[config.mk]
export PLATFORM = sky130hd
export DESIGN_NAME = irv_top
export DESIGN_NICKNAME = d
export VERILOG_FILES = /design/src/rtl/irv_pkg.sv /design/src/rtl/irv_elem.sv /design/src/rtl/irv_top.sv
export VERILOG_INCLUDE_DIRS = /design/src /design/src/rtl
export SDC_FILE = /design/constraint.sdc
export NUM_CORES = 1
export LEC_CHECK = 0
export BUFFER_PORTS_ARGS = -buffer_cell sky130_fd_sc_hd__buf_2
export CAP_MARGIN = 10
export CORE_ASPECT_RATIO = 1.1
export CORE_MARGIN = 2
export CORE_UTILIZATION = 57
export DETAILED_ROUTE_END_ITERATION = 6
export PLACE_DENSITY = 0.86
export SKIP_LAST_GASP = 1
export SLEW_MARGIN = 20
export SYNTH_ARGS = -nofsm -noshare
export SYNTH_HDL_FRONTEND = slang
export SYNTH_HIERARCHICAL = 1
export SYNTH_SLANG_ARGS = --single-unit
[constraint.sdc]
create_clock -name i_clk_sys -period 3.1 [get_ports i_clk_sys]
set_input_delay 0.31 -clock i_clk_sys [delete_from_list [all_inputs] [get_ports i_clk_sys]]
set_output_delay 0.31 -clock i_clk_sys [all_outputs]
set_load 0.02 [all_outputs]
[src/rtl/irv_regs.svh]
// Constants of the index vector register: encodings, field positions,
// widths and scoreboard sizing.
// Assumes inclusion by bare name from package and design files alike.
`ifndef IRV_REGS_SVH
`define IRV_REGS_SVH

// ============================================================
// Register-number decode
`define IRV_REGTYPE_IDX     4'h1
`define IRV_REGISTER_NUMBER_FIELD_IDX      4'h0

// ============================================================
// Geometry
`define IRV_ELEMS           8
`define IRV_ELEM_W          16
`define IRV_IDX_W           12
`define IRV_FULL_ELEMS      3'h2
`define IRV_SPAN_BYTES      6'h10
`define IRV_SUBREG_LAST     5'h0e

// ============================================================
// Descriptor halves inside the first dword
`define IRV_DESC_LO_POS     0
`define IRV_DESC_HI_POS     16

// ============================================================
// Scoreboard sizing: depth of outstanding writes counted
`define IRV_SB_CNT_W        3
`define IRV_SB_CNT_ZERO     3'h0
`define IRV_SB_CNT_ONE      3'h1
`define IRV_SB_CNT_MAX      3'h7

`endif

[src/rtl/irv_pkg.sv]
// Types shared by the index vector register and its write slice.
// Assumes the constants header sits next to this file.
`include "irv_regs.svh"

package irv_pkg;

  // Operand descriptor from decode, byte-granular within the register
  typedef struct packed {
    logic [7:0] reg_num;   // register_number_field
    logic [4:0] sub_num;   // subregister_number_field, bytes
    logic [4:0] nbytes;    // bytes spanned minus one
  } irv_opnd_t;

  // Write request from the retire side
  typedef struct packed {
    irv_opnd_t   opnd;
    logic [15:0] wmask;    // byte write mask across the 128-bit span
    logic [127:0] data;    // byte-aligned write data
  } irv_wr_t;

  typedef enum logic [1:0] {
    IRV_SB_IDLE = 2'b00,
    IRV_SB_BUSY = 2'b01
  } irv_sb_state_t;

endpackage

[src/rtl/irv_elem.sv]
// One element of the index vector register: 16-bit word with an option
// to read back only the low 12 bits.
// Assumes byte enables already decoded by the parent.
`timescale 1ns/1ns
`default_nettype none
`include "irv_regs.svh"

module irv_elem
  import irv_pkg::*;
#(
  parameter bit FULL = 1'b1
) (
  input  wire logic        i_clk_sys,
  input  wire logic [1:0]  i_byte_we,
  input  wire logic [15:0] i_wdata,
  output logic      [15:0] o_rdata
);

  logic [15:0] store_r;

  // ============================================================
  // Storage, no reset: contents are undefined until written
  always_ff @(posedge i_clk_sys) begin
    if (i_byte_we[0]) begin
      store_r[7:0] <= i_wdata[7:0];
    end
    if (i_byte_we[1]) begin
      store_r[15:8] <= i_wdata[15:8];
    end
  end

  // ============================================================
  // Narrow elements store the top nibble on write but read zero there
  generate
    if (FULL) begin : g_full
      assign o_rdata = store_r;
    end else begin : g_narrow
      assign o_rdata = {4'h0, store_r[11:0]};
    end
  endgenerate

endmodule
`default_nettype wire

[src/rtl/irv_top.sv]
// Index vector register of an execution unit: eight word elements used as
// operand, register-indirect row index and message descriptor source.
// Assumes decode supplies operand descriptors and retires writes in order;
// one clock, asynchronous active-low reset for the scoreboard and output registers, not storage.
//
// Summary of operation
// - Eight 16-bit elements form one vector
// - Selected by type 0001, number 0000 only
// - Indirect index uses word-aligned offsets 0..14
// - Explicit operands any type within 128 bits
// - Two elements per dword, even low half
// - Indirect index read as 12-bit unsigned
// - Elements 0,1 form 32-bit message descriptor
// - Elements 0,1 keep all 16 bits
// - Elements 2..7 store upper nibble on write
// - Elements 2..7 read zero upper nibble
// - Outstanding write stalls other writers unless they skip the check and fewer than 7 writes are counted
// - Outstanding write stalls other readers
// - Unpopulated writes dropped, reads unpredictable
`timescale 1ns/1ns
`default_nettype none
`include "irv_regs.svh"

module irv_top
  import irv_pkg::*;
(
  input  wire logic         i_clk_sys,
  input  wire logic         i_nrst,
  // Issue side: an instruction asks to use the register
  input  wire logic         i_iss_valid,
  input  wire logic         i_iss_rd,
  input  wire logic         i_iss_wr,
  input  wire irv_opnd_t    i_iss_opnd,
  input  wire logic         i_skip_dest_dependency_check,
  input  wire logic         i_skip_dest_dependency_clear,
  output logic              o_iss_stall,
  // Retire side: write data arrives, clearing the scoreboard
  input  wire logic         i_wr_valid,
  input  wire irv_wr_t      i_wr,
  input  wire logic         i_wr_clr,
  // Read port for explicit source operands
  input  wire irv_opnd_t    i_rd_opnd,
  output logic      [127:0] o_rd_data,
  output logic              o_rd_hit,
  // Register-indirect index lookup
  input  wire logic   [4:0] i_idx_sub,
  output logic       [11:0] o_idx_row,
  output logic              o_idx_ok,
  // Message descriptor for send
  output logic       [31:0] o_desc,
  output logic              o_sb_busy
);

  // ============================================================
  // Helpers
  // Register select: type nibble and register number both match
  function automatic logic sel_hit(input logic [7:0] rn);
    sel_hit = (rn[7:4] == `IRV_REGTYPE_IDX) &&
              (rn[3:0] == `IRV_REGISTER_NUMBER_FIELD_IDX);
  endfunction

  // Region must stay inside the 128-bit span
  function automatic logic in_span(input irv_opnd_t op);
    logic [5:0] last;
    last = {1'b0, op.sub_num} + {1'b0, op.nbytes};
    in_span = (last < `IRV_SPAN_BYTES);
  endfunction

  // Byte mask covered by an operand region
  function automatic logic [15:0] span_mask(input irv_opnd_t op);
    logic [15:0] m;
    m = '0;
    for (int b = 0; b < 16; b++) begin
      if ((5'(b) >= op.sub_num) && (5'(b) <= op.sub_num + op.nbytes)) begin
        m[b] = 1'b1;
      end
    end
    span_mask = m;
  endfunction

  // ============================================================
  // Element storage
  logic [15:0] elem_rd [`IRV_ELEMS];
  logic [15:0] wr_be;
  logic        wr_ok;
  logic [127:0] vec;

  // Writes outside the register or its span are dropped silently
  assign wr_ok = i_wr_valid && sel_hit(i_wr.opnd.reg_num) &&
                 in_span(i_wr.opnd);
  assign wr_be = wr_ok ? (i_wr.wmask & span_mask(i_wr.opnd)) : 16'h0000;

  generate
    for (genvar e = 0; e < `IRV_ELEMS; e++) begin : g_elem
      irv_elem #(
        .FULL (e < 2)
      ) u_elem (
        .i_clk_sys (i_clk_sys),
        .i_byte_we (wr_be[2*e+1 -: 2]),
        .i_wdata   (i_wr.data[16*e+15 -: 16]),
        .o_rdata   (elem_rd[e])
      );
      assign vec[16*e+15 -: 16] = elem_rd[e];
    end
  endgenerate

  // ============================================================
  // Explicit source read: whole span shifted to the addressed byte
  logic rd_ok;
  assign rd_ok = sel_hit(i_rd_opnd.reg_num) && in_span(i_rd_opnd);

  always_ff @(posedge i_clk_sys or negedge i_nrst) begin
    if (!i_nrst) begin
      o_rd_data <= 128'h0;
      o_rd_hit  <= 1'b0;
    end else begin
      o_rd_data <= vec >> {i_rd_opnd.sub_num[3:0], 3'h0};
      o_rd_hit  <= rd_ok;
    end
  end

  // ============================================================
  // Register-indirect index: word-aligned offsets only, 12 bits used
  logic [2:0] idx_el;
  logic       idx_legal;
  logic [15:0] idx_word;
  assign idx_el    = i_idx_sub[3:1];
  assign idx_legal = !i_idx_sub[0] &&
                     (i_idx_sub <= `IRV_SUBREG_LAST);
  assign idx_word  = elem_rd[idx_el];

  always_ff @(posedge i_clk_sys or negedge i_nrst) begin
    if (!i_nrst) begin
      o_idx_row <= 12'h000;
      o_idx_ok  <= 1'b0;
    end else begin
      o_idx_row <= idx_legal ? idx_word[11:0] : 12'h000;
      o_idx_ok  <= idx_legal;
    end
  end

  // ============================================================
  // Message descriptor from the first dword, element 1 on top
  always_ff @(posedge i_clk_sys or negedge i_nrst) begin
    if (!i_nrst) begin
      o_desc <= 32'h0;
    end else begin
      o_desc[`IRV_DESC_LO_POS +: 16] <= elem_rd[0];
      o_desc[`IRV_DESC_HI_POS +: 16] <= elem_rd[1];
    end
  end

  // ============================================================
  // Single scoreboard for the whole register. A count of outstanding
  // writes lets back-to-back writers under the skip controls pile up
  // without losing track of the last retirement.
  logic [`IRV_SB_CNT_W-1:0] sb_cnt_r;
  logic [`IRV_SB_CNT_W-1:0] sb_cnt_nxt;
  logic iss_hit;
  logic iss_take;
  logic sb_set;
  logic sb_clr;
  logic sb_busy;

  assign sb_busy  = (sb_cnt_r != `IRV_SB_CNT_ZERO);
  assign iss_hit  = i_iss_valid && sel_hit(i_iss_opnd.reg_num);

  // Any reader or writer waits while a write is in flight, unless the
  // writer asks to skip the check; a full counter also holds writers
  always_comb begin
    o_iss_stall = 1'b0;
    if (iss_hit && sb_busy) begin
      if (i_iss_rd) begin
        o_iss_stall = 1'b1;
      end
      if (i_iss_wr && !i_skip_dest_dependency_check) begin
        o_iss_stall = 1'b1;
      end
    end
    if (iss_hit && i_iss_wr && (sb_cnt_r == `IRV_SB_CNT_MAX)) begin
      o_iss_stall = 1'b1;
    end
  end

  assign iss_take = iss_hit && !o_iss_stall;
  // A writer issued with the skip-clear control leaves no scoreboard mark
  assign sb_set = iss_take && i_iss_wr && !i_skip_dest_dependency_clear;
  assign sb_clr = i_wr_clr && sb_busy;

  always_comb begin
    sb_cnt_nxt = sb_cnt_r;
    if (sb_set && !sb_clr) begin
      sb_cnt_nxt = sb_cnt_r + `IRV_SB_CNT_ONE;
    end else if (sb_clr && !sb_set) begin
      sb_cnt_nxt = sb_cnt_r - `IRV_SB_CNT_ONE;
    end
  end

  always_ff @(posedge i_clk_sys or negedge i_nrst) begin
    if (!i_nrst) begin
      sb_cnt_r <= `IRV_SB_CNT_ZERO;
    end else begin
      sb_cnt_r <= sb_cnt_nxt;
    end
  end

  assign o_sb_busy = sb_busy;
endmodule
`default_nettype wire

==> results by stage <==
Clocking:
- Clock-pin slew was measured on the worst setup and hold paths at 0.07 ns.
- The tree is rooted in a sky130_fd_sc_hd__clkbuf_16.
- The number of levels the H-tree was split into is 1.
- In this run the post-CTS setup repair buffer count came out at 0.
- Clock tree synthesis inserted a total of 26 buffers.
- TritonCTS built the clock tree.
- Buffers inserted to repair hold after CTS numbered 105.
- No sink is reached through more buffers than the 3 on the longest clock path.
- The number of gates given a new drive strength after cts is 0.
- At the later pin of the worst-skew pair, clock insertion delay measures 0.54 ns.
- CTS saw 281 sinks.

Floorplan:
- The number of top-level design ports is ~390.
- The die area is 25900 um^2.
- The starting density of the core is between 50% and 60%.
- From bottom edge to top edge, the die measures roughly 170 um.
- The placeable core region is 24300 um^2.
- The floorplan step set the die width to 154 um.
- The initialized floorplan defines 60 standard-cell rows.

STA:
- The hold violation count in the final report was 0.
- Setup repair after global routing left no endpoint under its margin.
- The count of endpoints failing setup in the final report is 0.
- Headroom to the max-slew limit came out at 44.1%.
- The final-report max-slew violation count is 0.
- For the final database, setup skew stands at ~0.017 ns.
- After layout, the worst path uses 76.6% of the clock period.
- The slew of the pin with the lowest slew margin is 0.839 ns.
- The maximum clock frequency is 0.421 GHz.
- The aggregate negative setup slack is 0 ns.
- The smallest clock period supported by the final layout is computed as 2.37 ns.

Outcome:
- The run finished with clean final reports.

Pwr:
- For this design the static power due to leakage is 8.08 nW.
- The power density over the cells is around 510 nW/um^2.
- Net switching is 26.5% of the power.
- The reported net switching power is 0.00242 W.
- The proportion of power drawn by flip-flops and latches is 44.5%.
- Cell internal power was estimated by the tool at between 0.006 and 0.007 W.
- The worst IR drop on VDD is roughly 0.50 mV.
- Combinational logic is responsible for 17.0% of the overall power.
- The clock network fraction of total power is about two fifths.

Synth:
- The share of async-settable or async-resettable flops after synthesis is approximately 63%.
- The number of unique standard cell types used by synthesis is 57.
- The area of the mapped netlist is about 14000 um^2.
- Sequential cells were found to cover 53.7% of the synthesized design area.
- The average cell area after synthesis is ~14 um^2.
- In the synthesized netlist the dominant register cell turns out to be sky130_fd_sc_hd__dfrtp_1.
- The yosys synthesis warning count is 6.
- The count of flip-flops with a built-in enable after synthesis is 104.
- The number of standard cells after synthesis is 1036.
- The register bit count reported by yosys is ~280.

Placement:
- The weighted congestion reported at the end of routability-driven placement is 0.945.
- Detailed placement ended at an HPWL of roughly 35000 um.
- The number of I/O port buffers is between 300 and 400.

Setup path:
- The largest incremental delay on the critical path is roughly 0.58 ns.
- Together, buffers and inverters on the worst path number 2.
- STA puts the critical path data required time at 3.27 ns.
- Counting cells, the worst reg-to-reg path comes to 8.
- The capture instance of the worst register-to-register path is sb_cnt_r[2]$_DFFE_PN0P_.
- In this design, the critical path's most frequently occurring cell is sky130_fd_sc_hd__o2111a_1.
- The cell family contributing the most delay on the critical path is compound AO/OA/AOI/OAI gates.
- STA classifies the critical path startpoint as an input pin.
- For flop-to-flop paths, the worst setup slack is just under 0.8 ns.
- The critical setup path kind is input pin to register.
- Traced cell by cell, the critical path runs through buf_2 > ha_1 > fa_1 > nand3_1 > nor3b_1 > buf_4 > o2111a_1 > o2111a_1.
- The maximum fanout along the worst path is 8.
- STA classifies the critical path endpoint as a register.
- The slowest stage of the critical path belongs to the cell sky130_fd_sc_hd__o2111a_1.
- For the worst setup path, the data arrival time is 2.54 ns.
- The startpoint identified for the worst register-to-register timing path is sb_cnt_r[0]$_DFFE_PN0P_.

Drt:
- The number of vias per cell after detailed routing is between 6 and 7.
- The via count is 11500.
- For this run, design rule violations remaining after detail routing come to 0.
- Once detail routing completed, the nets flagged for antenna violations numbered 0.
- The routed length per placed instance is 27.0 um.
- The detailed router finished its first iteration with about 1400 violations.
- The routed wire length is 48900 um.
- The detailed-router iteration count before antenna repair is 6.

Min path:
- The count of cells along the worst hold path is 4.
- The worst hold path endpoint is o_rd_hit$_DFF_PN0_.
- The tightest min-delay check is of the input pin to register type.
- In this run the most critical hold path is launched from i_rd_opnd[15].

Global route:
- Global routing used 37.5% of the available tracks.
- The global route total overflow is 0.
- Entering global routing, the biggest net connects 81 pins.
- The via count of the first global-routing pass is approximately 12000.
- The global-route wire length before repair is 72400 um.
- The initial antenna violation count was 1.

Cells and area:
- Leaving out fill and tap cells, the most frequent cells in the layout are sky130_fd_sc_hd__buf_2, sky130_fd_sc_hd__dfrtp_1, sky130_fd_sc_hd__mux2i_1.
- The final core utilization is 74.3%.
- After filler insertion, the fill cell instance count of the layout stands at roughly 1600.
- The net count of the finished layout is 1700.
- Relative to the synthesized area, the layout overhead comes to 28.5%.
- Leaving out fill and tap cells, the most frequent cell in the layout is sky130_fd_sc_hd__buf_2.
- In the final layout, the share of cells above drive strength 1 is between 30 and 40%.

Job:
- Max-cap violations in this run came to 0.
[worst max-delay path by stage]
stage	startpoint	endpoint	slack, ns	depth (start not counted)
after CTS	sb_cnt_r[0]$_DFFE_PN0P_	sb_cnt_r[2]$_DFFE_PN0P_	0.77	8
after floorplan	i_wr[144]	g_elem[5].u_elem/store_r[0]$_DFFE_PP_	0.003	6
after global placement	i_wr[151]	g_elem[7].u_elem/store_r[9]$_DFFE_PP_	0.31	8
after detailed placement	i_wr[149]	g_elem[0].u_elem/o_rdata[12]$_DFFE_PP_	0.32	8
after global routing	sb_cnt_r[0]$_DFFE_PN0P_	sb_cnt_r[2]$_DFFE_PN0P_	0.64	8
final	i_wr[149]	g_elem[3].u_elem/store_r[4]$_DFFE_PP_	0.73	8
[power groups by stage]
stage	clock network (W)	logic [W]	registers (W)
detailed placement	0	0.00139	0.00414
global route	0.00368	0.00164	0.00408
CTS	0.00349	0.00151	0.00407
global placement	0	0.00137	0.00413
floorplan	0	0.000720	0.00429
finish	0.00353	0.00155	0.00407
[sequential cells by signal (all words and copies together) (netlist names)]
register / cells
g_elem.u_elem/o_rdata: 32
g_elem.u_elem/store_r: 72
o_desc: 32
o_idx_ok: 1
o_idx_row: 12
o_rd_data: 128
o_rd_hit: 1
sb_cnt_r: 3
[metrics by stage]
stage,instance area [um^2],power (W),std cells,setup WS (ns),hold slack [ns]
4_1_cts,18100,0.00907,1806,0.773,0.0264
3_3_place_gp,16100,0.00550,1653,0.311,0.317
6_report,18100,0.00914,1807,0.726,0.0331
2_1_floorplan,14100,0.00501,1054,0.00336,0.0144
5_1_grt,18100,0.00940,1806,0.638,0.0562
3_5_place_dp,16100,0.00554,1653,0.322,0.336
[tightest hold or removal path, cell delays in order]
cell                      delay (ns)
sky130_fd_sc_hd__buf_2          0.08
sky130_fd_sc_hd__nor4b_1        0.04
sky130_fd_sc_hd__nand3_1        0.06
sky130_fd_sc_hd__a21oi_1        0.05
[final cells by class]
type                       count  area [um^2]  share of cell area (%)
timing repair buffer         494         3170                    17.5
inverter                       7         26.3                   0.145
multi-input combinational    666         5980                    33.1
antenna                        1         2.50                  0.0139
clock inverter                11          136                   0.755
sequential                   281         7550                    41.8
tap                          310          388                    2.15
clock buffer                  37          816                    4.52
[layer usage]
metal	vias up	global-route usage, %	wire, um
li1	4778	-	-
met2	940	63.9	24300
met3	157	6.37	5160
met5	-	0	0
met4	0	17.7	2780
met1	5611	47.1	16600
[cell usage after synthesis, types with 6 or more instances]
master / number / area, um^2
sky130_fd_sc_hd__conb_1: 6 / 22.5
sky130_fd_sc_hd__nor3_1: 9 / 45.0
sky130_fd_sc_hd__a31oi_1: 6 / 37.5
sky130_fd_sc_hd__ha_1: 10 / 125
sky130_fd_sc_hd__nand2_1: 43 / 161
sky130_fd_sc_hd__mux2i_1: 114 / 1140
sky130_fd_sc_hd__o21ai_0: 16 / 80.1
sky130_fd_sc_hd__o21a_1: 8 / 60.1
sky130_fd_sc_hd__buf_4: 27 / 203
sky130_fd_sc_hd__nor2_1: 89 / 334
sky130_fd_sc_hd__mux4_2: 94 / 2120
sky130_fd_sc_hd__buf_6: 9 / 101
sky130_fd_sc_hd__nand3_1: 11 / 55.1
sky130_fd_sc_hd__a211oi_1: 33 / 248
sky130_fd_sc_hd__buf_1: 6 / 22.5
sky130_fd_sc_hd__buf_2: 23 / 115
sky130_fd_sc_hd__o22ai_1: 27 / 169
sky130_fd_sc_hd__dfrtp_1: 177 / 4430
sky130_fd_sc_hd__edfxtp_1: 104 / 3120
sky130_fd_sc_hd__clkbuf_1: 35 / 131
sky130_fd_sc_hd__o2bb2ai_1: 7 / 61.3
sky130_fd_sc_hd__mux2_2: 11 / 124
sky130_fd_sc_hd__and2_1: 43 / 269
sky130_fd_sc_hd__a21oi_1: 56 / 280
[kinds of logic (layout without fill, tap and decap cells)]
| family | count (synthesis) | after routing | share of synthesized area, % |
|---|---|---|---|
| buffers and inverters | 107 | 549 | 4.26 |
| xor gates and xnor gates | 5 | 5 | 0.312 |
| AOI/OAI and AO/OA | 185 | 185 | 8.78 |
| DFF | 281 | 281 | 53.7 |
| adders and majority gates | 12 | 12 | 1.17 |
| muxes | 219 | 219 | 24.1 |
| and+or+nand+nor | 221 | 221 | 7.53 |
| other | 6 | 25 | 0.160 |
Note: power is estimated with default switching activity, not from simulation.
